<file path="src/irqpf_params.svh">
// constants for the interrupt flag and priority block: register indexes, field
// positions, reset values, level codes and timing counts
// assumes a word-addressed bus: byte address is four times the index
`ifndef IRQPF_PARAMS_SVH
`define IRQPF_PARAMS_SVH

// register indexes (byte address = index * 4)
`define IRQPF_EXT_FLAGS_IDX 10'h091
`define IRQPF_BASE_EN_IDX 10'h0a8
`define IRQPF_BASE_PRIO_IDX 10'h0b8
`define IRQPF_EXT_CTRL_IDX 10'h0d8
`define IRQPF_EXT_EN_IDX 10'h0e8
`define IRQPF_EXT_PRIO_IDX 10'h0f8
`define IRQPF_SENSE_IDX 10'h100
`define IRQPF_STAT_IDX 10'h101
`define IRQPF_MASK_IDX 10'h102
`define IRQPF_WIN_IDX 10'h103

// extended flag register fields
`define IRQPF_TIMER3_BIT 7
`define IRQPF_CONV_BIT 6
`define IRQPF_TIMER2_BIT 5
`define IRQPF_RADIO_BIT 4
`define IRQPF_EXT_FLAGS_FIXED 8'h08
// extended control register fields
`define IRQPF_FD_EN_BIT 5
`define IRQPF_FD_FLAG_BIT 4
`define IRQPF_RTC_FLAG_BIT 3
`define IRQPF_EXT_CTRL_FIXED 8'h40
// global enable position in base enable register
`define IRQPF_GLOBAL_BIT 7
// read-as-one bits of priority and enable registers
`define IRQPF_BASE_PRIO_FIXED 8'h80
`define IRQPF_EXT_PRIO_FIXED 8'he0
`define IRQPF_EXT_EN_FIXED 8'he0
`define IRQPF_RESET_BYTE 8'h00

// level codes
`define IRQPF_LVL_NONE 2'h0
`define IRQPF_LVL_LOW 2'h1
`define IRQPF_LVL_HIGH 2'h2
`define IRQPF_LVL_TOP 2'h3

// least external pulse always caught, in clock cycles
`define IRQPF_EXT_MIN_PULSE 8

`endif

</file>
<file path="src/irqpf_pkg.sv">
// types shared by the interrupt flag and priority block
// assumes irqpf_params.svh supplies the numeric constants
package irqpf_pkg;
   typedef logic [1:0] irqpf_lvl_t;   // priority level code
   typedef logic [3:0] irqpf_id_t;    // source number, natural order
   typedef logic [7:0] irqpf_byte_t;  // one register byte
endpackage

</file>
<file path="src/irqpf_ctrl.sv">
// interrupt flag collection, priority registers and two-stage arbitration
// assumes an apb master on pclk and a core that acks the presented source
//
// Local design decision: the APB register port.
`timescale 1ns/1ps
`include "irqpf_params.svh"

////////////////////////////////////////////////////////////////////////////////
// Operation
// - timer 3 request sets flag bit 7
// - converter or cipher sets shared bit 6
// - each needs its own local enable
// - timer 2 request sets flag bit 5
// - radio request sets flag bit 4
// - compare level first, then natural order
// - level always beats natural order
// - only flash/debug reaches highest level
// - priority bit 0 low, 1 high
// - equal level: lowest number served first
// - only strictly higher level preempts service
// - base priority bit layout fixed
// - extended priority bit layout fixed
// - two external pins, level or edge
// - pulse over 8 cycles always requests
// - global enable spares only flash/debug
// - extra instruction after return or write
module irqpf_ctrl
   import irqpf_pkg::*;
#(
   parameter int ADDR_W = 12 // apb byte address width
) (
   input wire logic pclk, // core clock
   input wire logic presetn, // async reset, active low
   input wire logic [ADDR_W-1:0] paddr, // apb address
   input wire logic psel, // apb select
   input wire logic penable, // apb access phase
   input wire logic pwrite, // apb direction
   input wire logic [31:0] pwdata, // apb write data
   output logic [31:0] prdata, // apb read data
   output logic pready, // apb ready
   output logic pslverr, // apb error, unmapped index
   input wire logic timer0_req, // timer 0 request level
   input wire logic timer1_req, // timer 1 request level
   input wire logic serial0_req, // serial 0 request level
   input wire logic serial1_req, // serial 1 request level
   input wire logic timer2_req, // timer 2 request
   input wire logic timer3_req, // timer 3 request
   input wire logic radio_req, // transceiver request
   input wire logic rtclock_req, // real-time clock request
   input wire logic flashdbg_req, // flash write done or trap
   input wire logic converter_done_flag, // converter completion
   input wire logic converter_local_enable, // converter own enable
   input wire logic cipher_done_flag, // cipher completion
   input wire logic cipher_local_enable, // cipher own enable
   input wire logic ext0_pin_n, // external pin 0, active low
   input wire logic ext1_pin_n, // external pin 1, active low
   input wire logic core_ack, // core takes presented source
   input wire logic core_reti, // core returned from service
   input wire logic core_instr_done, // instruction completed
   input wire logic core_instr_special, // it was a return or enable/prio write
   output logic irq_req, // a winner is presented
   output irqpf_id_t irq_id, // winning source number
   output irqpf_lvl_t irq_level, // winning level
   output logic irq // summary interrupt, masked status
);

   localparam int NSRC = 12; // flash/debug plus eleven sources

   ////////////////////////////////////////////////////////////////////////////////
   // register state
   irqpf_byte_t ext_flags_q, ext_flags_d; // extended flag bits
   irqpf_byte_t base_en_q; // base enable with global bit
   irqpf_byte_t base_prio_q; // base priority
   irqpf_byte_t ext_ctrl_q, ext_ctrl_d; // extended control with flags
   irqpf_byte_t ext_en_q; // extended enable
   irqpf_byte_t ext_prio_q; // extended priority
   logic [1:0] sense_q; // bit 0 ext0, bit 1 ext1: 1 edge
   logic [5:0] stat_q, stat_d; // sticky event status
   logic [5:0] mask_q; // status mask
   logic [31:0] prdata_q; // registered read data
   logic pready_q; // registered ready
   logic pslverr_q; // registered error
   logic irq_q; // registered summary
   logic irq_req_q, irq_req_d; // presented winner valid
   irqpf_id_t irq_id_q, irq_id_d; // presented winner
   irqpf_lvl_t irq_level_q, irq_level_d; // presented level
   logic [3:1] isr_q, isr_d; // in-service bit per level
   logic defer_q; // one more instruction pending
   logic [5:0] req_prev_q; // previous hardware request levels
   logic [1:0] ext_s1_q, ext_s2_q, ext_s3_q; // pin synchronisers
   logic [1:0] ext_stable_q, ext_stable_d; // agreed pin levels
   logic [1:0] ext_edge_q, ext_edge_d; // latched edge requests

   ////////////////////////////////////////////////////////////////////////////////
   // apb decode
   wire [9:0] idx = paddr[ADDR_W-1:2];
   wire setup = psel & ~penable;
   wire wr_en = psel & penable & pready_q & pwrite;
   wire hit_flags = (idx == `IRQPF_EXT_FLAGS_IDX);
   wire hit_ben = (idx == `IRQPF_BASE_EN_IDX);
   wire hit_bprio = (idx == `IRQPF_BASE_PRIO_IDX);
   wire hit_ctrl = (idx == `IRQPF_EXT_CTRL_IDX);
   wire hit_een = (idx == `IRQPF_EXT_EN_IDX);
   wire hit_eprio = (idx == `IRQPF_EXT_PRIO_IDX);
   wire hit_sense = (idx == `IRQPF_SENSE_IDX);
   wire hit_stat = (idx == `IRQPF_STAT_IDX);
   wire hit_mask = (idx == `IRQPF_MASK_IDX);
   wire hit_win = (idx == `IRQPF_WIN_IDX);
   wire hit_any = hit_flags | hit_ben | hit_bprio | hit_ctrl | hit_een | hit_eprio |
      hit_sense | hit_stat | hit_mask | hit_win;
   wire [7:0] wb = pwdata[7:0];

   // read mux, reserved bits forced to their fixed values
   logic [31:0] rd_mux;
   always_comb begin
      rd_mux = 32'h0000_0000;
      if (hit_flags) begin
         rd_mux[7:0] = {ext_flags_q[7:4], 4'h0} | `IRQPF_EXT_FLAGS_FIXED;
      end else if (hit_ben) begin
         rd_mux[7:0] = base_en_q;
      end else if (hit_bprio) begin
         rd_mux[7:0] = base_prio_q | `IRQPF_BASE_PRIO_FIXED;
      end else if (hit_ctrl) begin
         rd_mux[7:0] = {ext_ctrl_q[7], 1'b0, ext_ctrl_q[5:3], 3'h0} | `IRQPF_EXT_CTRL_FIXED;
      end else if (hit_een) begin
         rd_mux[7:0] = {3'h0, ext_en_q[4:0]} | `IRQPF_EXT_EN_FIXED;
      end else if (hit_eprio) begin
         rd_mux[7:0] = {3'h0, ext_prio_q[4:0]} | `IRQPF_EXT_PRIO_FIXED;
      end else if (hit_sense) begin
         rd_mux[1:0] = sense_q;
      end else if (hit_stat) begin
         rd_mux[5:0] = stat_q;
      end else if (hit_mask) begin
         rd_mux[5:0] = mask_q;
      end else if (hit_win) begin
         rd_mux[10:0] = {isr_q, irq_req_q, irq_level_q, 1'b0, irq_id_q};
      end
   end

   // answer one cycle after setup: zero wait states
   always_ff @(posedge pclk or negedge presetn) begin
      if (!presetn) begin
         prdata_q <= 32'h0000_0000;
         pready_q <= 1'b0;
         pslverr_q <= 1'b0;
      end else begin
         pready_q <= setup;
         if (setup) begin
            prdata_q <= rd_mux;
            pslverr_q <= ~hit_any;
         end
      end
   end

   ////////////////////////////////////////////////////////////////////////////////
   // external pins: three flops, change counts when second and third agree
   always_ff @(posedge pclk or negedge presetn) begin
      if (!presetn) begin
         ext_s1_q <= 2'h3;
         ext_s2_q <= 2'h3;
         ext_s3_q <= 2'h3;
      end else begin
         ext_s1_q <= {ext1_pin_n, ext0_pin_n};
         ext_s2_q <= ext_s1_q;
         ext_s3_q <= ext_s2_q;
      end
   end

   // agreed level; a falling agreed level latches an edge request
   always_comb begin
      for (int i = 0; i < 2; i++) begin
         ext_stable_d[i] = (ext_s2_q[i] == ext_s3_q[i]) ? ext_s3_q[i] : ext_stable_q[i];
         ext_edge_d[i] = ext_edge_q[i];
         // the core's acceptance clears the edge latch, a new edge wins
         if (core_ack && irq_id_q == irqpf_id_t'(2 * i + 1)) begin
            ext_edge_d[i] = 1'b0;
         end
         if (ext_stable_q[i] && !ext_stable_d[i]) begin
            ext_edge_d[i] = 1'b1;
         end
      end
   end

   always_ff @(posedge pclk or negedge presetn) begin
      if (!presetn) begin
         ext_stable_q <= 2'h3;
         ext_edge_q <= 2'h0;
      end else begin
         ext_stable_q <= ext_stable_d;
         ext_edge_q <= ext_edge_d;
      end
   end

   // sense select: edge latch or live low level
   wire [1:0] ext_req = (sense_q & ext_edge_q) | (~sense_q & ~ext_stable_q);

   ////////////////////////////////////////////////////////////////////////////////
   // hardware-set flags: rising request sets, set wins over software write
   wire conv_cipher_req = (converter_done_flag & converter_local_enable) |
      (cipher_done_flag & cipher_local_enable);
   wire [5:0] hw_lvl = {flashdbg_req, rtclock_req, timer3_req, conv_cipher_req, timer2_req, radio_req};
   wire [5:0] hw_set = hw_lvl & ~req_prev_q; // one pulse per request
   wire wr_flags = wr_en & hit_flags;
   wire wr_ctrl = wr_en & hit_ctrl;

   always_comb begin
      ext_flags_d = ext_flags_q;
      ext_ctrl_d = ext_ctrl_q;
      if (wr_flags) begin
         ext_flags_d[7:4] = wb[7:4];
      end
      if (wr_ctrl) begin
         ext_ctrl_d[7] = wb[7];
         ext_ctrl_d[5:3] = wb[5:3];
      end
      if (hw_set[3]) begin
         ext_flags_d[`IRQPF_TIMER3_BIT] = 1'b1;
      end
      if (hw_set[2]) begin
         ext_flags_d[`IRQPF_CONV_BIT] = 1'b1;
      end
      if (hw_set[1]) begin
         ext_flags_d[`IRQPF_TIMER2_BIT] = 1'b1;
      end
      if (hw_set[0]) begin
         ext_flags_d[`IRQPF_RADIO_BIT] = 1'b1;
      end
      if (hw_set[4]) begin
         ext_ctrl_d[`IRQPF_RTC_FLAG_BIT] = 1'b1;
      end
      if (hw_set[5]) begin
         ext_ctrl_d[`IRQPF_FD_FLAG_BIT] = 1'b1;
      end
   end

   // sticky event status, write one to clear, new event wins
   assign stat_d = (stat_q & ~((wr_en & hit_stat) ? wb[5:0] : 6'h00)) | hw_set;

   always_ff @(posedge pclk or negedge presetn) begin
      if (!presetn) begin
         ext_flags_q <= `IRQPF_RESET_BYTE;
         ext_ctrl_q <= `IRQPF_RESET_BYTE;
         req_prev_q <= 6'h00;
         stat_q <= 6'h00;
         irq_q <= 1'b0;
      end else begin
         ext_flags_q <= ext_flags_d;
         ext_ctrl_q <= ext_ctrl_d;
         req_prev_q <= hw_lvl;
         stat_q <= stat_d;
         irq_q <= |(stat_d & mask_q);
      end
   end

   // plain software registers
   always_ff @(posedge pclk or negedge presetn) begin
      if (!presetn) begin
         base_en_q <= `IRQPF_RESET_BYTE;
         base_prio_q <= `IRQPF_RESET_BYTE;
         ext_en_q <= `IRQPF_RESET_BYTE;
         ext_prio_q <= `IRQPF_RESET_BYTE;
         sense_q <= 2'h0;
         mask_q <= 6'h00;
      end else if (wr_en) begin
         if (hit_ben) begin
            base_en_q <= wb;
         end else if (hit_bprio) begin
            base_prio_q <= {1'b0, wb[6:0]};
         end else if (hit_een) begin
            ext_en_q <= {3'h0, wb[4:0]};
         end else if (hit_eprio) begin
            ext_prio_q <= {3'h0, wb[4:0]};
         end else if (hit_sense) begin
            sense_q <= wb[1:0];
         end else if (hit_mask) begin
            mask_q <= wb[5:0];
         end
      end
   end

   ////////////////////////////////////////////////////////////////////////////////
   // sources in natural order: 0 flash/debug, 1 ext0, 2 timer0, 3 ext1,
   // 4 timer1, 5 serial0, 6 serial1, 7 radio, 8 timer2, 9 conv/cipher,
   // 10 timer3, 11 rtc
   function automatic irqpf_lvl_t prio_level(input logic bit_set);
      prio_level = bit_set ? `IRQPF_LVL_HIGH : `IRQPF_LVL_LOW;
   endfunction

   wire global_irq_enable = base_en_q[`IRQPF_GLOBAL_BIT];
   wire flashdbg_irq_enable = ext_ctrl_q[`IRQPF_FD_EN_BIT];
   wire [NSRC-1:0] src_req = {ext_ctrl_q[`IRQPF_RTC_FLAG_BIT], ext_flags_q[7:4], serial1_req, serial0_req,
      timer1_req, ext_req[1], timer0_req, ext_req[0], ext_ctrl_q[`IRQPF_FD_FLAG_BIT]};
   wire [NSRC-1:1] src_en = {ext_en_q[4:0], base_en_q[6], base_en_q[4:0]} & {(NSRC-1){global_irq_enable}};
   wire [NSRC-1:1] src_prio = {ext_prio_q[4:0], base_prio_q[6], base_prio_q[4:0]};
   wire [NSRC-1:0] src_pend = src_req & {src_en, flashdbg_irq_enable};

   // level of every source; only source 0 can be top
   irqpf_lvl_t src_lvl [NSRC];
   assign src_lvl[0] = `IRQPF_LVL_TOP;
   genvar g;
   generate
      for (g = 1; g < NSRC; g++) begin : g_lvl
         assign src_lvl[g] = prio_level(src_prio[g]);
      end
   endgenerate

   // level now in service: highest bit set
   wire irqpf_lvl_t cur_lvl = isr_q[3] ? `IRQPF_LVL_TOP : isr_q[2] ? `IRQPF_LVL_HIGH :
      isr_q[1] ? `IRQPF_LVL_LOW : `IRQPF_LVL_NONE;
   // after a return or an enable/priority write one more instruction runs
   wire hold_off = defer_q | (core_instr_done & core_instr_special);

   // best level first, then the lowest number at that level
   irqpf_lvl_t best_lvl;
   irqpf_id_t best_id;
   always_comb begin
      best_lvl = `IRQPF_LVL_NONE;
      best_id = 4'h0;
      for (int i = 0; i < NSRC; i++) begin
         if (src_pend[i] && src_lvl[i] > best_lvl) begin
            best_lvl = src_lvl[i];
         end
      end
      for (int i = NSRC - 1; i >= 0; i--) begin
         if (src_pend[i] && src_lvl[i] == best_lvl) begin
            best_id = irqpf_id_t'(i);
         end
      end
   end

   // presented only when strictly above the level in service
   assign irq_req_d = (best_lvl > cur_lvl) & ~hold_off;
   assign irq_id_d = best_id;
   assign irq_level_d = best_lvl;

   // in-service stack: return drops the top level, acceptance pushes one
   always_comb begin
      isr_d = isr_q;
      if (core_reti && cur_lvl != `IRQPF_LVL_NONE) begin
         isr_d[cur_lvl] = 1'b0;
      end
      if (core_ack && irq_req_q) begin
         isr_d[irq_level_q] = 1'b1;
      end
   end

   always_ff @(posedge pclk or negedge presetn) begin
      if (!presetn) begin
         irq_req_q <= 1'b0;
         irq_id_q <= 4'h0;
         irq_level_q <= `IRQPF_LVL_NONE;
         isr_q <= 3'h0;
         defer_q <= 1'b0;
      end else begin
         irq_req_q <= irq_req_d & ~(core_ack & irq_req_q); // a taken winner drops for a cycle
         irq_id_q <= irq_id_d;
         irq_level_q <= irq_level_d;
         isr_q <= isr_d;
         if (core_instr_done) begin
            defer_q <= core_instr_special;
         end
      end
   end

   assign prdata = prdata_q;
   assign pready = pready_q;
   assign pslverr = pslverr_q;
   assign irq = irq_q;
   assign irq_req = irq_req_q;
   assign irq_id = irq_id_q;
   assign irq_level = irq_level_q;
endmodule

</file>
<file path="config.mk">
export PLATFORM = sky130hd
export DESIGN_NAME = irqpf_ctrl
export DESIGN_NICKNAME = d
export VERILOG_FILES = /design/src/irqpf_pkg.sv /design/src/irqpf_ctrl.sv
export VERILOG_INCLUDE_DIRS = /design/src
export SDC_FILE = /design/constraint.sdc
export NUM_CORES = 1
export LEC_CHECK = 0
export BUFFER_PORTS_ARGS = -buffer_cell sky130_fd_sc_hd__buf_4
export CAP_MARGIN = 30
export CORE_ASPECT_RATIO = 0.7
export CORE_MARGIN = 2
export CORE_UTILIZATION = 53
export DETAILED_ROUTE_END_ITERATION = 7
export PLACE_DENSITY = 0.78
export SLEW_MARGIN = 5
export SYNTH_ARGS = -nofsm -noshare
export SYNTH_HDL_FRONTEND = slang
export SYNTH_SLANG_ARGS = --single-unit
</file>
<file path="constraint.sdc">
create_clock -name pclk -period 22.2 [get_ports pclk]
set_input_delay 2.22 -clock pclk [delete_from_list [all_inputs] [get_ports pclk]]
set_output_delay 2.22 -clock pclk [all_outputs]
set_load 0.005 [all_outputs]
</file>
==> impl_metrics.json <==
{
  "place.gp.congestion": 0.9793,
  "finalCriticalPeriod_ps": 14570,
  "dr_total_vias": 4789,
  "peakVddDrop_mv": 0.05120,
  "cts_hold_buffers": 0,
  "antennaDiodeCount": 0,
  "path_buf_inv": 2,
  "h-tree-depth": 3,
  "firstDrtPassIters": 6,
  "synth_warnings": 0,
  "synth_top_area_share_pct": 37.46,
  "antenna_found_initial": 0,
  "fin_nets": 704,
  "cp_max_fo": 12,
  "cts_tree": "built",
  "die_height_um": 88.01,
  "hold_violations": 0,
  "io_buffers": 62,
  "worst_pin_slew_ps": 860.2,
  "crit_type": "in2reg",
  "leakagePower_nw": 2.871,
  "synth_most_common_cell": "dfrtp_1",
  "crit_slowest_cell": "o31ai_2",
  "maxCapViolCount": 0,
  "yosysSeqAreaShare_pct": 41.40,
  "hpwlAfterDp_um": 11200,
  "gr-total-overflow": 0,
  "finalInstanceArea_um2": 6128,
  "grt_pass1_wl_um": 23430,
  "post_cts_resized": 0,
  "first_global_vias": 4503,
  "postLayoutCoreUtil_pct": 62.79,
  "dp_slack_ps": 7676,
  "cts-root-buf": "clkbuf_16",
  "synthArstFlopShare_pct": 100.0,
  "crit_family": "simple AND/OR/NAND/NOR gates",
  "netlist_top_cells_area": "dfrtp_1 (37%), mux2_2 (7.6%), nand2_1 (5.1%), dfstp_2 (3.9%), ha_1 (3.5%)",
  "post_cts_buffers": 0,
  "area_growth_pct": 14.68,
  "die_w_um": 124.0,
  "clk_pin_slew_ps": 70,
  "status": "completed",
  "clk_path_buf_depth": 2,
  "clock_latency_ps": 360,
  "cts_num_sinks": 88,
  "cp-end-kind": "register",
  "drt-total-wl_um": 14800,
  "clock_skew_ps": 7.575,
  "drive_gt1_share_pct": 22.84,
  "syn_inst": 568,
  "syn_area_per_cell_um2": 9.408,
  "core_um2": 9759,
  "slew_viol_final": 0,
  "synth_edf_count": 0,
  "track_usage_pct": 28.68,
  "vias_per_cell": 6.351,
  "maxSlewHeadroom_pct": 42.31,
  "detail-route-antenna-nets": 0,
  "wire_per_inst_um": 19.63,
  "placed_cell_area_um2": 5817,
  "fmax_ghz": 0.06866,
  "numCtsBuffers": 9,
  "synth_top_area_cell": "dfrtp_1",
  "max_stage_delay_ps": 710,
  "drt_iter0_drc": 601,
  "worst_slack_ps": 7635,
  "synth.cell_area_um2": 5344,
  "power_density_nw_per_um2": 56.69,
  "io_pins": 110,
  "period_share_pct": 65.61,
  "synth-main-ff-cell": "dfrtp_1",
  "path_common_cell": "nor2_1",
  "grt_max_degree": 50,
  "hold_path.class": "reg2reg",
  "initial_core_util_pct": 54.76,
  "rows": 30,
  "yosysUniqueCellTypes": 66,
  "start_kind": "input pin",
  "synthTopCellsByCount": "dfrtp_1 (80), nand2_1 (73), nor2_1 (46)",
  "rsz0062_at_grt": "false",
  "cp.required_ps": 22440,
  "synth_seq_cells": 88,
  "setup_viol": 0,
  "floorplan.die_area_um2": 10910,
  "cp.arrival_ps": 14810,
  "setup_tns_ps": 0,
  "drc_errors": 0
}
cells by family (layout without fill, tap and decap cells):
group,Yosys count,in the layout,share of synthesized area [%]
fa+ha+maj,16,16,3.699
compound gates,123,123,16.06
other cells,1,21,0.07017
simple gates,226,226,20.96
buf+inv,59,97,6.041
mux,55,55,11.78
flops,88,88,41.40
per-layer routing:
layer	track usage [%]	wire (um)
met5	0	0
met4	7.150	281
met3	8.789	1623
met2	44.11	6630
met1	39.93	6265
worst paths after layout:
path | startpoint | to | slack (ps) | cells after the start
max reg2reg | base_prio_q[0]$_DFFE_PN0P_ | irq_id[3]$_DFF_PN0_ | 8020 | 64
max | timer0_req | irq_id[3]$_DFF_PN0_ | 7630 | 60
min in group asynchronous | presetn | prdata[10]$_DFFE_PN0P_ | 1860 | 1
min | ext_s1_q[0]$_DFF_PN1_ | ext_s2_q[0]$_DFF_PN1_ | 360 | 0
min reg2reg | ext_s1_q[0]$_DFF_PN1_ | ext_s2_q[0]$_DFF_PN1_ | 360 | 0
max in group asynchronous | presetn | ext_s2_q[0]$_DFF_PN1_ | 19700 | 2
layout make-up:
class / count / area (um^2)
clock inverters: 7 / 86.33
inverters: 18 / 67.56
fillers: 813 / 3631
flip-flops and latches: 88 / 2212
multi-input cells: 441 / 2884
clock buffers: 9 / 225.2
well taps: 128 / 160.2
repair buffers: 63 / 493.0
cell usage in the layout, fill, tap and decap left out, types with 5 or more instances in the layout:
cell type,count
nor2_1,46
nor4_1,6
a31oi_1,7
a22o_1,5
nand2_1,73
clkbuf_16,9
or3_1,7
nand4_1,10
o211ai_1,6
a22oi_1,9
dfstp_2,8
dfrtp_1,80
o21ai_0,34
and3_1,12
nor3_1,17
buf_4,62
nand3_1,17
and2_1,6
mux2i_1,15
ha_1,15
a21oi_1,19
conb_1,21
nand2b_1,8
mux2_2,36
inv_1,18
power breakdown:
part	switching, W	internal, W	total (W)	leakage (nW)
sequential	0.00000147	0.000163	0.000165	1.09
clock	0.0000712	0.0000900	0.000161	0.151
combinational	0.0000124	0.00000887	0.0000213	1.63
total	0.0000851	0.000262	0.000347	2.87
state kept, by name, summed over array words and instances, names as in the netlist, 5 cells and up:
| register | cells |
|---|---|
| ext_prio_q | 5 |
| base_en_q | 8 |
| mask_q | 6 |
| prdata | 11 |
| req_prev_q | 6 |
| base_prio_q | 7 |
| stat_q | 6 |
| ext_en_q | 5 |
metrics by stage:
step,power [W],instances,hold slack [ps]
3_3_place_gp,0.0001875,737,347.1
2_1_floorplan,0.0001772,588,345.2
4_1_cts,0.0003486,754,357.1
3_5_place_dp,0.0001889,738,347.5
6_report,0.0003474,754,358.2
5_1_grt,0.0003587,754,364.5
Power figures use the tool's default switching activity.
